$ cat config.mk
export PLATFORM = sky130hd
export DESIGN_NAME = hte_exposure_ctrl
export DESIGN_NICKNAME = d
export VERILOG_FILES = /design/src/hte_pkg.sv /design/src/hte_exposure_ctrl.sv
export SDC_FILE = /design/constraint.sdc
export NUM_CORES = 1
export LEC_CHECK = 0
export BUFFER_PORTS_ARGS = -buffer_cell sky130_fd_sc_hd__buf_2
export CORE_UTILIZATION = 38
export CTS_CLUSTER_SIZE = 30
export DETAILED_ROUTE_END_ITERATION = 10
export MAX_ROUTING_LAYER = met4
export PLACE_DENSITY = 0.65
export SKIP_CTS_REPAIR_TIMING = 1
export SLEW_MARGIN = 30
export SYNTH_ARGS = -nofsm -noshare
export SYNTH_HDL_FRONTEND = slang
export SYNTH_SLANG_ARGS = --single-unit
$ cat constraint.sdc
create_clock -name sys_clk_i -period 15 [get_ports sys_clk_i]
set_input_delay 0.75 -clock sys_clk_i [delete_from_list [all_inputs] [get_ports sys_clk_i]]
set_output_delay 0.75 -clock sys_clk_i [all_outputs]
set_load 0.05 [all_outputs]
$ cat src/hte_pkg.sv
// Constants, register map and types of the hardware trigger exposure control
// Summary of operation
// - Both exposure schemes work only when frame start comes from the external trigger line.
// - Timed scheme exposes exactly the programmed duration, whatever the trigger width.
// - Timed scheme starts on the rising or the falling edge as selected.
// - A trigger edge during a running exposure is dropped and flags overtrigger.
// - Pulse-width scheme exposes from the active edge to the opposite edge.
// - Pulse-width scheme drives frame trigger wait from the overlap time maximum.
// - Offset variants add a fixed sensor offset to the trigger-controlled period.
// - The fixed offset is a per-variant constant, set by a parameter.
// - The fixed offset only extends the end, never moves the exposure start.
// - Automatic overlap mode forces overlap maximum to its top and rejects writes.
// - Manual overlap mode accepts and applies written overlap maximum values.
// - The overlap mode selector exists only on variants with a general-purpose line.
// - On such variants pulse-width scheme is selectable only after trigger mode and source.
// - Edge polarity select chooses rising or falling trigger edge for frame start.
// - Triggers are taken only while waiting; waiting resumes when exposure is over.
package hte_pkg;
    localparam int unsigned ADDR_W = 8;
    localparam int unsigned DUR_W = 24;
    localparam int unsigned PRESC_W = 16;
    localparam int unsigned STAT_W = 3;

    // ************************************************************
    // Register offsets (byte addresses)
    // ************************************************************
    localparam logic [ADDR_W-1:0] OFS_CTRL = 8'h00;
    localparam logic [ADDR_W-1:0] OFS_EXPOSURE = 8'h04;
    localparam logic [ADDR_W-1:0] OFS_OVERLAP = 8'h08;
    localparam logic [ADDR_W-1:0] OFS_PRESCALE = 8'h0c;
    localparam logic [ADDR_W-1:0] OFS_STATUS = 8'h10;
    localparam logic [ADDR_W-1:0] OFS_MASK = 8'h14;
    localparam logic [ADDR_W-1:0] OFS_STATE = 8'h18;

    // ************************************************************
    // Field positions and reset values
    // ************************************************************
    localparam int unsigned STAT_OVERTRIG = 0;
    localparam int unsigned STAT_EXP_START = 1;
    localparam int unsigned STAT_EXP_END = 2;
    localparam logic [DUR_W-1:0] EXPOSURE_RST = 24'h0003e8;
    localparam logic [DUR_W-1:0] OVERLAP_MAX = 24'hffffff;
    localparam logic [STAT_W-1:0] MASK_RST = 3'h0;

    // ************************************************************
    // Timing
    // ************************************************************
    localparam int unsigned TICK_TIME_US = 1;
    localparam int unsigned CLK_FREQ_MHZ = 200;
    localparam logic [PRESC_W-1:0] PRESC_RST = PRESC_W'(TICK_TIME_US * CLK_FREQ_MHZ - 1);
    localparam int unsigned OFFSET_US_DEF = 37;

    typedef struct packed {
        logic ovl_auto;    // overlap_time_mode_select: 1 automatic
        logic scheme_pw;   // exposure_scheme_select: 1 pulse_width_scheme
        logic pol_fall;    // edge_polarity_select: 0 activation_rise, 1 activation_fall
        logic src_ext;     // trigger_input_select: 1 external line
        logic trig_on;     // trigger_on_off
    } hte_ctrl_s;

    localparam hte_ctrl_s CTRL_RST = '0;

    typedef enum logic [1:0] {
        ST_WAIT = 2'b00,
        ST_EXPOSE = 2'b01,
        ST_OFFSET = 2'b11
    } hte_state_e;
endpackage : hte_pkg

$ cat src/hte_exposure_ctrl.sv
// Exposure timing controller started by the external frame start trigger
`timescale 1ns/1ps
module hte_exposure_ctrl #(
    parameter bit HAS_GPIO = 1'b1,                          // Variant with general-purpose line
    parameter bit HAS_OFFSET = 1'b1,                        // Variant with sensor offset
    parameter int unsigned OFFSET_US = hte_pkg::OFFSET_US_DEF // Fixed exposure offset in us
) (
    input wire logic sys_clk_i,                                 // System clock
    input wire logic reset_n_i,                                 // Async reset, active low
    input wire logic ext_frame_start_trigger_i,                 // External trigger line
    input wire logic [hte_pkg::ADDR_W-1:0] reg_addr_i,          // Register address
    input wire logic [31:0] reg_wdata_i,                        // Write data
    input wire logic reg_wr_i,                                  // Write strobe
    input wire logic reg_rd_i,                                  // Read strobe
    output logic [31:0] reg_rdata_o,                            // Read data, cycle after strobe
    output logic exposure_active_o,                             // Sensor exposing
    output logic frame_trigger_wait_out_o,                      // Ready for next trigger
    output logic irq_o                                          // Level interrupt
);
    import hte_pkg::*;

    // ************************************************************
    // Reset release
    // ************************************************************
    logic rst_meta_r;
    logic rst_n;
    always_ff @(posedge sys_clk_i or negedge reset_n_i) begin
        if (!reset_n_i) begin
            rst_meta_r <= 1'b0;
            rst_n <= 1'b0;
        end else begin
            rst_meta_r <= 1'b1;
            rst_n <= rst_meta_r;
        end
    end

    function automatic logic [DUR_W-1:0] at_least_one(input logic [DUR_W-1:0] v);
        return (v == '0) ? DUR_W'(1) : v;
    endfunction : at_least_one

    // ************************************************************
    // Registers
    // ************************************************************
    hte_ctrl_s ctrl_r;
    logic [DUR_W-1:0] exposure_duration_setting_r;
    logic [DUR_W-1:0] overlap_time_maximum_r;
    logic [PRESC_W-1:0] presc_r;
    logic [STAT_W-1:0] status_r;
    logic [STAT_W-1:0] mask_r;
    logic [STAT_W-1:0] events;
    hte_state_e state_r;
    hte_state_e state_nxt;
    hte_ctrl_s ctrl_wr;

    always_comb begin
        ctrl_wr = hte_ctrl_s'(reg_wdata_i[4:0]);
        // Selector absent without the general-purpose line
        ctrl_wr.ovl_auto = HAS_GPIO ? ctrl_wr.ovl_auto : 1'b0;
        // Pulse width needs mode and source already set
        if (HAS_GPIO && !(ctrl_r.trig_on && ctrl_r.src_ext)) begin
            ctrl_wr.scheme_pw = 1'b0;
        end
    end

    always_ff @(posedge sys_clk_i or negedge rst_n) begin
        if (!rst_n) begin
            ctrl_r <= CTRL_RST;
            exposure_duration_setting_r <= EXPOSURE_RST;
            presc_r <= PRESC_RST;
            mask_r <= MASK_RST;
        end else if (reg_wr_i) begin
            if (reg_addr_i == OFS_CTRL) begin
                ctrl_r <= ctrl_wr;
            end else if (reg_addr_i == OFS_EXPOSURE) begin
                exposure_duration_setting_r <= reg_wdata_i[DUR_W-1:0];
            end else if (reg_addr_i == OFS_PRESCALE) begin
                presc_r <= reg_wdata_i[PRESC_W-1:0];
            end else if (reg_addr_i == OFS_MASK) begin
                mask_r <= reg_wdata_i[STAT_W-1:0];
            end
        end
    end

    always_ff @(posedge sys_clk_i or negedge rst_n) begin
        if (!rst_n) begin
            overlap_time_maximum_r <= OVERLAP_MAX;
        end else if (ctrl_r.ovl_auto) begin
            overlap_time_maximum_r <= OVERLAP_MAX;
        end else if (reg_wr_i && reg_addr_i == OFS_OVERLAP) begin
            overlap_time_maximum_r <= reg_wdata_i[DUR_W-1:0];
        end
    end

    // Set beats the clearing read so no event is lost
    always_ff @(posedge sys_clk_i or negedge rst_n) begin
        if (!rst_n) begin
            status_r <= '0;
        end else if (reg_rd_i && reg_addr_i == OFS_STATUS) begin
            status_r <= events;
        end else begin
            status_r <= status_r | events;
        end
    end

    assign irq_o = |(status_r & mask_r);

    always_ff @(posedge sys_clk_i or negedge rst_n) begin
        if (!rst_n) begin
            reg_rdata_o <= '0;
        end else if (reg_rd_i) begin
            if (reg_addr_i == OFS_CTRL) begin
                reg_rdata_o <= {27'h0, ctrl_r};
            end else if (reg_addr_i == OFS_EXPOSURE) begin
                reg_rdata_o <= {8'h0, exposure_duration_setting_r};
            end else if (reg_addr_i == OFS_OVERLAP) begin
                reg_rdata_o <= {8'h0, overlap_time_maximum_r};
            end else if (reg_addr_i == OFS_PRESCALE) begin
                reg_rdata_o <= {16'h0, presc_r};
            end else if (reg_addr_i == OFS_STATUS) begin
                reg_rdata_o <= {29'h0, status_r};
            end else if (reg_addr_i == OFS_MASK) begin
                reg_rdata_o <= {29'h0, mask_r};
            end else if (reg_addr_i == OFS_STATE) begin
                reg_rdata_o <= {29'h0, frame_trigger_wait_out_o, state_r == ST_WAIT, exposure_active_o};
            end else begin
                reg_rdata_o <= '0;
            end
        end else begin
            reg_rdata_o <= '0;
        end
    end

    // ************************************************************
    // Trigger synchroniser and edge detection
    // ************************************************************
    logic trig_meta_r;
    logic trig_sync_r;
    logic trig_prev_r;
    logic edge_rise;
    logic edge_fall;
    logic act_edge;
    logic opp_edge;
    logic hw_enabled;

    always_ff @(posedge sys_clk_i or negedge rst_n) begin
        if (!rst_n) begin
            trig_meta_r <= 1'b0;
            trig_sync_r <= 1'b0;
            trig_prev_r <= 1'b0;
        end else begin
            trig_meta_r <= ext_frame_start_trigger_i;
            trig_sync_r <= trig_meta_r;
            trig_prev_r <= trig_sync_r;
        end
    end

    assign edge_rise = trig_sync_r & ~trig_prev_r;
    assign edge_fall = ~trig_sync_r & trig_prev_r;
    assign act_edge = ctrl_r.pol_fall ? edge_fall : edge_rise;
    assign opp_edge = ctrl_r.pol_fall ? edge_rise : edge_fall;
    assign hw_enabled = ctrl_r.trig_on & ctrl_r.src_ext;

    // ************************************************************
    // Microsecond tick and exposure sequencer
    // ************************************************************
    logic [PRESC_W-1:0] presc_cnt_r;
    logic [DUR_W-1:0] cnt_r;
    logic [DUR_W-1:0] elapsed_r;
    logic tick;
    logic start;

    // Tick phase restarts with each exposure so the length is exact
    assign tick = (presc_cnt_r == presc_r);
    assign start = (state_r == ST_WAIT) && hw_enabled && act_edge;

    always_comb begin
        state_nxt = state_r;
        case (state_r)
            ST_WAIT: begin
                if (start) begin
                    state_nxt = ST_EXPOSE;
                end
            end
            ST_EXPOSE: begin
                if (ctrl_r.scheme_pw) begin
                    if (opp_edge) begin
                        state_nxt = HAS_OFFSET ? ST_OFFSET : ST_WAIT;
                    end
                end else if (tick && cnt_r == DUR_W'(1)) begin
                    state_nxt = ST_WAIT;
                end
            end
            ST_OFFSET: begin
                if (tick && cnt_r == DUR_W'(1)) begin
                    state_nxt = ST_WAIT;
                end
            end
            default: begin
                state_nxt = ST_WAIT;
            end
        endcase
    end

    always_ff @(posedge sys_clk_i or negedge rst_n) begin
        if (!rst_n) begin
            state_r <= ST_WAIT;
        end else begin
            state_r <= state_nxt;
        end
    end

    always_ff @(posedge sys_clk_i or negedge rst_n) begin
        if (!rst_n) begin
            presc_cnt_r <= '0;
            cnt_r <= '0;
            elapsed_r <= '0;
        end else if (state_nxt != state_r) begin
            presc_cnt_r <= '0;
            elapsed_r <= '0;
            // Offset is loaded only at the end, start time is untouched
            cnt_r <= (state_nxt == ST_OFFSET) ? at_least_one(DUR_W'(OFFSET_US))
                                              : at_least_one(exposure_duration_setting_r);
        end else if (state_r != ST_WAIT) begin
            presc_cnt_r <= tick ? '0 : presc_cnt_r + PRESC_W'(1);
            if (tick) begin
                cnt_r <= cnt_r - DUR_W'(1);
                elapsed_r <= (elapsed_r == OVERLAP_MAX) ? elapsed_r : elapsed_r + DUR_W'(1);
            end
        end
    end

    assign events[STAT_OVERTRIG] = (state_r != ST_WAIT) && hw_enabled && act_edge;
    assign events[STAT_EXP_START] = start;
    assign events[STAT_EXP_END] = (state_r != ST_WAIT) && (state_nxt == ST_WAIT);

    // Overlap window lets the next trigger be armed before readout ends
    always_ff @(posedge sys_clk_i or negedge rst_n) begin
        if (!rst_n) begin
            exposure_active_o <= 1'b0;
            frame_trigger_wait_out_o <= 1'b0;
        end else begin
            exposure_active_o <= (state_nxt != ST_WAIT);
            frame_trigger_wait_out_o <= hw_enabled && ((state_nxt == ST_WAIT) ||
                (ctrl_r.scheme_pw && state_nxt == ST_EXPOSE && state_r == ST_EXPOSE &&
                 elapsed_r >= overlap_time_maximum_r));
        end
    end

    // ************************************************************
    // Checks
    // ************************************************************
    logic [31:0] len_r;
    always_ff @(posedge sys_clk_i or negedge rst_n) begin
        if (!rst_n) begin
            len_r <= '0;
        end else if (state_nxt != state_r) begin
            len_r <= '0;
        end else begin
            len_r <= len_r + 32'h1;
        end
    end
endmodule : hte_exposure_ctrl

After elaboration in Yosys (flattened, before gate mapping)
Cells that the tools add are included.
{"block": "totals", "reg_bits": 180, "out_inout_bits": 35, "wordCells": 112}
{"block": "classes", "n_addsub": 3, "n_lt_le_gt_ge": 1, "eq_ne": 15, "n_mux": 31, "bitwise_logic": 10, "reduce_logical": 30}
{"op": "24-bit two-way mux", "n": 14}
{"op": "16-bit two-way mux", "n": 4}
{"op": "32-bit two-way mux", "n": 1}
{"op": "24-bit by 1-bit adder with 24-bit output (second input constant)", "n": 1}
{"op": "24-bit by 1-bit == test with 1-bit output (second input constant)", "n": 1}
{"op": "24-bit == test (second input constant)", "n": 1}
{"op": "8-bit by 5-bit == test with 1-bit output (second input constant)", "n": 3}
{"op": "24-bit greater-or-equal comparator", "n": 1}
{"op": "24-bit zero test", "n": 1}
{"op": "24-bit by 1-bit subtractor with 24-bit output (second input constant)", "n": 1}
{"op": "16-bit by 1-bit adder with 16-bit output (second input constant)", "n": 1}
{"op": "16-bit == test", "n": 1}
{"op": "8-bit by 4-bit == test with 1-bit output (second input constant)", "n": 2}
{"op": "1-bit logical AND", "n": 13}
{"op": "3-bit two-way mux", "n": 4}
{"op": "2-bit nonzero test", "n": 5}
{"op": "8-bit by 3-bit == test with 1-bit output (second input constant)", "n": 1}
{"op": "8-bit zero test", "n": 1}
{"op": "2-bit two-way mux", "n": 4}
{"op": "2-bit case mux with 3 select lines", "n": 1}
{"op": "3-bit AND reduction", "n": 2}
{"op": "1-bit NOT", "n": 5}
{"op": "5-bit AND reduction", "n": 1}
{"op": "2-bit by 1-bit == test with 1-bit output (second input constant)", "n": 2}
{"op": "other kinds (12)", "n": 19}

Longest topological paths before layout
Gate-level depths: netlist of run 1.
{"block": "depth", "depth_word": 12, "mapped_depth": 11, "mapped_depth_nobuf": 9}

Least setup slack after synthesis of run 1
No wires, ideal clock.
{"block": "synth_path", "path_type": "input port to flip-flop", "startpoint": "input reg_addr_i[0] in the netlist's numbering", "endpoint": "register presc_r[10]", "setup_ps": 125, "t_arrival_ps": 2515, "required_time_ps": 14875, "setup_slack_ps": 12360, "path_stages": 5, "path_buffers": 1, "path_cell_list": "or4_1 > nor3_2 > nand4_1 > clkbuf_1 > mux2_2"}
{"block": "synth_via", "elab_chain_cells": 3}
{"item": "from (decl)", "line": "hte_exposure_ctrl.sv:11", "text": "input wire logic [hte_pkg::ADDR_W-1:0] reg_addr_i,"}
{"item": "8-bit by 3-bit == test with 1-bit output or 8-bit zero test (tied branches)", "line": "hte_exposure_ctrl.sv:74, hte_exposure_ctrl.sv:72"}
{"item": "1-bit NOT (no line)"}
{"item": "4-bit AND reduction (no line) (*)"}
{"item": "to (signal assigned)", "line": "hte_exposure_ctrl.sv:77", "text": "presc_r <= reg_wdata_i[PRESC_W-1:0];"}
{"item": "to (decl)", "line": "hte_exposure_ctrl.sv:47", "text": "logic [PRESC_W-1:0] presc_r;"}
Mark *: on every way between the ends. The rest lies on a longest branch, timed or not.
A chain may end at the register's enable or synchronous reset.

Worst setup path after layout of run 1
{"block": "layout_path", "startpoint": "register state_r[0]", "endpoint": "register cnt_r[19]"}
{"block": "layout_via", "elab_chain_cells": 8}
{"item": "from (decl)", "line": "hte_exposure_ctrl.sv:51", "text": "hte_state_e state_r;"}
{"item": "from (signal assigned)", "line": "hte_exposure_ctrl.sv:208", "text": "state_r <= state_nxt;"}
{"item": "2-bit zero test", "line": "hte_exposure_ctrl.sv:174, hte_exposure_ctrl.sv:178"}
{"item": "1-bit logical AND (2 in series)", "line": "hte_exposure_ctrl.sv:174", "text": "assign start = (state_r == ST_WAIT) && hw_enabled && act_edge;"}
{"item": "2-bit two-way mux", "line": "hte_exposure_ctrl.sv:180", "text": "if (start) begin"}
{"item": "2-bit case mux with 3 select lines", "line": "hte_exposure_ctrl.sv:178", "text": "case (state_r)"}
{"item": "2-bit == test or 2-bit != test (tied branches)"}
{"item": "24-bit two-way mux or 2-bit nonzero test (tied branches)"}
{"item": "24-bit two-way mux or 2-bit AND reduction (tied branches)"}
{"item": "to (signal assigned)", "line": "hte_exposure_ctrl.sv:221", "text": "cnt_r <= (state_nxt == ST_OFFSET) ? at_least_one(DUR_W'(OFFSET_US))"}
{"item": "to (signal assigned)", "line": "hte_exposure_ctrl.sv:226", "text": "cnt_r <= cnt_r - DUR_W'(1);"}
{"item": "to (decl)", "line": "hte_exposure_ctrl.sv:167", "text": "logic [DUR_W-1:0] cnt_r;"}
Several ways; a longest one is shown, not always the timed one.

==> impl_results.md, run 1 <==
- Status: complete, no violations
- Netlist cell types: 65
- Post-layout nets: 1063
- Largest net degree at the start of global routing: 79
- RD Place Congestion: 0.881
- Final setup TNS: 0 ns
- # rows: 56
- Synth area leader: dfrtp_1
- Worst-path fanout max: 38
- Share of cells above drive strength 1: 0.209
- First-pass GRT wire length: 39300 um
- Met1 WL: 11000 um
- Via density: 5.52
- Clk_skew: 0.0121 ns
- Yosys warning total: 0
- Syn Inst Count: 944
- Die span in x: 157 um
- Power Dens Cells: 112 mW/mm^2
- Setup WS pre-CTS: 11.67 ns
- Synth top area share: 0.375
- Met3 WL: 1340 um
- Total CTS buffers: 17
- Synthesized area per cell: 9.68 um^2
- Fmax achieved: 297 MHz
- Top-count cell post-synth: dfrtp_1
- Setup CP Type: register to register
- Most used DFF post-synth: dfrtp_1
- Core ar.: 0.0235 mm^2
- Slew headroom: 0.352
- Total clock sinks: 172
- CTS tree: built
- Max-cap violation count: 0
- Iter 0 DRT Violations: 547
- Post-Syn Area: 0.00914 mm^2
- Root Driver: clkbuf_16
- Part of the Yosys area used for sequential elements: 0.476
- Maximum resistive drop on vdd: 81.4 uV
- Leakage: 0.00487 uW
- Initial Util: 0.388
- Tot GR Track Use: 0.214
- CTS Buffer Depth: 2
- Count of flip-flops with a built-in enable after synthesis: 0
- Die area: 0.0247 mm^2
- Detailed-route wire length per cell: 18.4 um
- Commonest cells in the netlist: dfrtp_1 (137), nand2_1 (128), nor2_1 (77), o21ai_0 (54), mux2_2 (47)
- Buffers on Ports: 63
- Layout Utilization: 0.438
- Vias in the first global route: 7199
- Die Span Y: 157 um
- Seq cells post-synth: 172
- Skew-Pair Late Insertion Delay: 0.43 ns
- Top layer used by detailed routing: met4
- Min Tclk post-route: 3.37 ns
- Total power: 1150 uW
- CTS H-tree lvls: 4
- Grt ovf: 0
- Clock power share: 0.371
- Area Growth Syn to Fin: 12.7%
- DPL Wire Length: 17000 um
- Routed met2 length: 11500 um
- Final setup viols: 0
- Switching Fraction: 0.294
- Setup crit start kind: register
- I/O pin count: 80
- Comb pwr share: 0.150
- RSZ-0062 raised after global routing: no
- Critical path data required time: 15.32 ns
- Asr flop ratio synth: 1.00
- Fin. max-slew vios: 0
- Worst slew pin tran: 0.973 ns
- Vias: 7306
- Cell Int Power: 815 uW
- Sequential fraction of design power: 0.478
- Period utilization: 0.224
- WP data arrival: 3.68 ns
- Switching power: 340 uW
- Drt drc: 0
- Clk slew on worst S/H paths: 0.07 ns
- Fin. Hold Viols: 0
- Routed Antenna Nets: 0
- Fill count: 2315
- Initial antenna violation count: 1
- Detailed Route WL: 24400 um
- Initial DRT Pass Iterations: 6
- Min-delay worst type: input port to async pin
- Worst hold margin: 0.0876 ns
- Synth area leaders: dfrtp_1 (37%), dfstp_2 (10%), mux2_2 (5.8%), nand2_1 (5.3%), ha_1 (3.8%)
- Final WS setup: 11.63 ns
- CP Capture Type: register
- Worst R2R Path Depth: 8
==> layer usage <==
layer / GRT usage / up-vias
li1: - / 3439
met1: 0.281 / 3642
met2: 0.332 / 193
met3: 0.0424 / 32
met4: 0.0661 / 0
met5: - / -
==> cells in the final DEF (no fill, tap or decap), drive strengths merged, types with 3 or more instances in the layout <==
master	synthesis	final
a22oi	21	21
clkinv	0	5
a211oi	6	6
a2111oi	4	4
xor2	13	13
and3	9	9
nor4	19	19
nand4	27	27
o311ai	3	3
mux2	47	47
buf	15	72
nor2	77	77
xnor2	32	32
o21ai	55	55
nor2b	6	6
clkbuf	37	18
o211ai	14	14
nand3b	27	27
conb	2	9
or3	5	5
a21o	12	12
and2	5	5
a211o	3	3
a32oi	6	6
dfstp	35	35
nand3	34	34
and4	6	6
nor3	20	20
a21oi	38	38
mux2i	4	4
ha	28	28
nand2	128	128
dfrtp	137	137
or4	7	7
nand2b	5	5
inv	37	43
==> power groups by stage <==
stage	clock [uW]	sequential, uW	combinational (uW)
floorplan	0	554	122
global placement	0	559	168
detailed placement	0	560	172
CTS	437	551	174
global route	456	557	198
finish	429	552	174
==> worst max-delay path, stage by stage, from the launching register on <==
cell and delay, ns:
dfrtp_1 0.49, nand3b_1 0.32, a21o_1 0.22, nand3_1 0.20
a21o_1 0.38, buf_4 0.34, nor2_1 0.66, nand2_1 0.28
o311ai_0 0.35
==> sequential cells by signal, summed over array words and instances, names as in the netlist <==
name / flops
overlap_time_maximum_r: 24
exposure_active_o: 1
status_r: 3
ctrl_r: 5
reg_rdata_o: 24
exposure_duration_setting_r: 24
state_r: 2
elapsed_r: 24
mask_r: 3
presc_r: 16
trig_meta_r: 1
rst_n: 1
trig_prev_r: 1
presc_cnt_r: 16
rst_meta_r: 1
trig_sync_r: 1
cnt_r: 24
frame_trigger_wait_out_o: 1
==> logic make-up after synthesis <==
logic type | after synthesis | share of synthesized area
DFF | 172 | 0.476
buffers and inverters | 89 | 0.0412
muxes | 51 | 0.0623
AOI/OAI and AO/OA | 176 | 0.125
other | 2 | 0.000821
and+or+nand+nor | 381 | 0.213
xor gates and xnor gates | 45 | 0.0431
adders and majority gates | 28 | 0.0383
==> area by class of cell <==
type	count	area, um^2	area share
Tap cell	319	399	0.0387
Inverter	37	139	0.0135
Timing Repair Buffer	72	390	0.0379
Antenna cell	1	2.50	0.000243
Sequential cell	172	4350	0.422
Multi-Input combinational cell	690	4460	0.433
Clock buffer	18	429	0.0417
Clock inverter	14	133	0.0129
==> worst paths after layout <==
path / start / to / slack, ns
min in group sys_clk_i: rst_meta_r / rst_n / 0.36
setup / recovery: state_r[0] / cnt_r[19] / 11.63
hold / removal: reset_n_i / rst_meta_r / 0.09
max in group asynchronous: rst_n / cnt_r[1] / 13.81
setup reg to reg: state_r[0] / cnt_r[19] / 11.63
hold reg to reg: rst_n / reg_rdata_o[9] / 0.20
==> per-stage QoR <==
step,instances,area [um^2]
after floorplan,951,9170
after global placement,1289,9710
after detailed placement,1290,9730
after CTS,1322,10300
after global routing,1323,10300
final,1323,10300
No activity file was read; power rests on OpenSTA's default activity.
==> inputs of run 2 (changes only) <==
Settings changed: ABC_AREA from default to 1, PLACE_DENSITY 0.65 to 0.67.
Clock period 15 ns to 2.9 ns, I/O delays scaled along.
==> run 2 against run 1 <==
The run now ends with hold timing left. Global-route usage is 0.42 points lower. Via count grew 24%. Register-to-register slack got worse by 11 ns.
==> impl_results.md, run 2 <==
- Worst-path fanout max: 25 (-34%)
- Die span in x: 165 um (+5.1%)
- Area Growth Syn to Fin: 12.9%
- Setup crit start kind: register
- Most used DFF post-synth: dfrtp_1
- Buffers on Ports: 63 (unchanged)
- RD Place Congestion: 0.899 (+2.1%)
- Period utilization: 0.905 (+0.680)
- Grt ovf: 0 (unchanged)
- Slew headroom: 0.355 (+0.00364)
- Placed cells: 1720 (+33%)
- Critical path data required time: 3.27 ns (-12.05 ns)
- Largest net degree at the start of global routing: 79 (unchanged)
- First-pass GRT wire length: 43600 um (+11%)
- I/O pin count: 80 (unchanged)
- Fin. Hold Viols: 17 (+17)
- Setup CP Type: register to register
- Total CTS buffers: 17 (unchanged)
- Routed Antenna Nets: 0 (unchanged)
- Clk slew on worst S/H paths: 0.07 ns (about the same)
- Antenna cells: 0 (-1)
- Synth area leaders: dfrtp_1 (34%), nand2_1 (15%), dfstp_2 (9.1%), inv_1 (5.9%), o21ai_0 (5.6%)
- Count of flip-flops with a built-in enable after synthesis: 0 (unchanged)
- Max-cap violation count: 0 (unchanged)
- Initial antenna violation count: 0 (-1)
- Power Dens Cells: 762 mW/mm^2 (+580%)
- Clk_skew: 0.0120 ns (-0.0000413 ns)
- Share of cells above drive strength 1: 0.127 (-0.0824)
- Seq cells post-synth: 172 (unchanged)
- Final setup TNS: 0 ns (unchanged)
- Synth top area share: 0.339 (-0.0357)
- Status: finished with violations
- Leakage: 0.00588 uW (+21%)
- Worst slew pin tran: 0.964 ns (-0.00902 ns)
- CTS Buffer Depth: 2 (unchanged)
- Asr flop ratio synth: 1.00 (unchanged)
- DPL Wire Length: 18900 um (+11%)
- Top-count cell post-synth: nand2_1
- Worst hold margin: -0.0305 ns (-0.118 ns)
- Total clock sinks: 172 (unchanged)
- Post-layout nets: 1486 (+40%)
- Min Tclk post-route: 2.62 ns (-0.742 ns)
- Yosys warning total: 0 (unchanged)
- Synthesized area per cell: 7.46 um^2 (-23%)
- Initial Util: 0.388 (-0.000574)
- WP data arrival: 3.00 ns (-0.68 ns)
- Commonest non-fill, non-tap cell in the layout: nand2_1
- Part of the Yosys area used for sequential elements: 0.430 (-0.0453)
- Post-route cell area: 0.0114 mm^2 (+11%)
- Iter 0 DRT Violations: 825 (+51%)
- Failing checks: hold timing
- CTS tree: built
- Post-Syn Area: 0.0101 mm^2 (+11%)
- Commonest non-fill, non-tap cells in the layout: nand2_1 (399), inv_1 (160), nor2_1 (140)
- Core ar.: 0.0261 mm^2 (+11%)
- Detailed Route WL: 26600 um (+9.0%)
- Fin. max-slew vios: 0 (unchanged)
- Initial DRT Pass Iterations: 5 (-1)
- Total power: 8700 uW (+650%)
- RSZ-0062 raised after global routing: no
- Syn Inst Count: 1355 (+44%)
- Tot GR Track Use: 0.210 (-0.00416)
- Via density: 5.14 (-7.0%)
- Netlist cell types: 43 (-34%)
- Skew-Pair Late Insertion Delay: 0.44 ns (about the same)
- Synth area leader: dfrtp_1
- Fmax achieved: 381 MHz (+28%)
- Non-filler cells, final: 1761 (+33%)
- Final setup viols: 0 (unchanged)
- CP Capture Type: register
- Maximum resistive drop on vdd: 430 uV (+430%)
- Vias: 9047 (+24%)
- CTS H-tree lvls: 4 (unchanged)
- Detailed-route wire length per cell: 15.1 um (-18%)
- Die area: 0.0272 mm^2 (+10%)
- Root Driver: clkbuf_16
- Vias in the first global route: 8627 (+20%)
- Min-delay worst type: input port to register
- # rows: 59 (+5.4%)
- Drt drc: 0 (unchanged)
- Die Span Y: 165 um (+5.1%)
- Area after DPL: 0.0107 mm^2 (+10%)
- Commonest cells in the netlist: nand2_1 (399), inv_1 (160), nor2_1 (141), dfrtp_1 (137), o21ai_0 (114)
## run 2: changes by cell type after synthesis, moves of 24 or more
cell | previous run | this run
nor2_1 | 77 | 141
inv_1 | 37 | 160
mux2_2 | 47 | 0
nand2_1 | 128 | 399
nand3b_1 | 27 | 3
o21ai_0 | 54 | 114
## run 2: metal layers
metal,share of wire,vias to the layer above,global-route usage
li1,-,4475,-
met3,0.045,44,0.0285
met5,0,-,-
met4,0.025,0,0.0759
met2,0.48,233,0.345
met1,0.45,4295,0.263
## run 2: per-stage QoR
stage / util / worst slack, ns
3_5_place_dp: 0.412 / 0.309
6_report: 0.438 / 0.276
2_1_floorplan: - / 0.0903
3_3_place_gp: 0.410 / 0.330
5_1_grt: 0.438 / 0.0352
4_1_cts: 0.435 / 0.272
## run 2: cells by family after synthesis
group                      count (synthesis)  synth area share
xor gates and xnor gates                  46            0.0399
DFF                                      172             0.430
and+or+nand+nor                          669             0.276
buffers and inverters                    227            0.0965
AOI/OAI and AO/OA                        211             0.122
other                                      2          0.000743
adders and majority gates                 28            0.0347
## run 2: final timing paths
| check | to | slack (ns) | from | depth (start not counted) |
|---|---|---|---|---|
| worst max-delay path | cnt_r[3] | 0.28 | state_r[0] | 13 |
| worst min-delay path | overlap_time_maximum_r[17] | -0.03 | reg_wdata_i[17] | 3 |
| worst max register to register | cnt_r[3] | 0.28 | state_r[0] | 13 |
| worst min register to register | ctrl_r[4] | 0.28 | rst_n | 0 |
| max in group asynchronous | overlap_time_maximum_r[20] | 1.80 | rst_n | 1 |
| min in group asynchronous | rst_n | 0.01 | reset_n_i | 2 |
## run 2: final cells by class
type / count / area [um^2]
well taps: 335 / 419
multi-input cells: 964 / 4820
fillers: 2606 / 14600
flip-flops and latches: 172 / 4350
repair buffers: 89 / 588
inverters: 169 / 634
clock buffers: 18 / 439
clock inverters: 14 / 160
## run 2: worst max-delay path: stages (launching register included)
cell and delay (ns):
dfrtp_1 0.46, inv_2 0.12, nor2_1 0.05, nand2_1 0.10, inv_2 0.05, nand3_2 0.12
nand2_1 0.09, inv_2 0.08, nand3_1 0.20, nor2_4 0.49, nand2_2 0.15, nand2_2 0.45
nand2_1 0.12, nand2_1 0.09
## run 2: where the power goes
| part | internal [uW] | switching (uW) | total (uW) |
|---|---|---|---|
| logic | 1370 | 2110 | 3480 |
| registers | 2630 | 230 | 2860 |
| clock network | 1310 | 1050 | 2360 |
| total | 5310 | 3380 | 8700 |
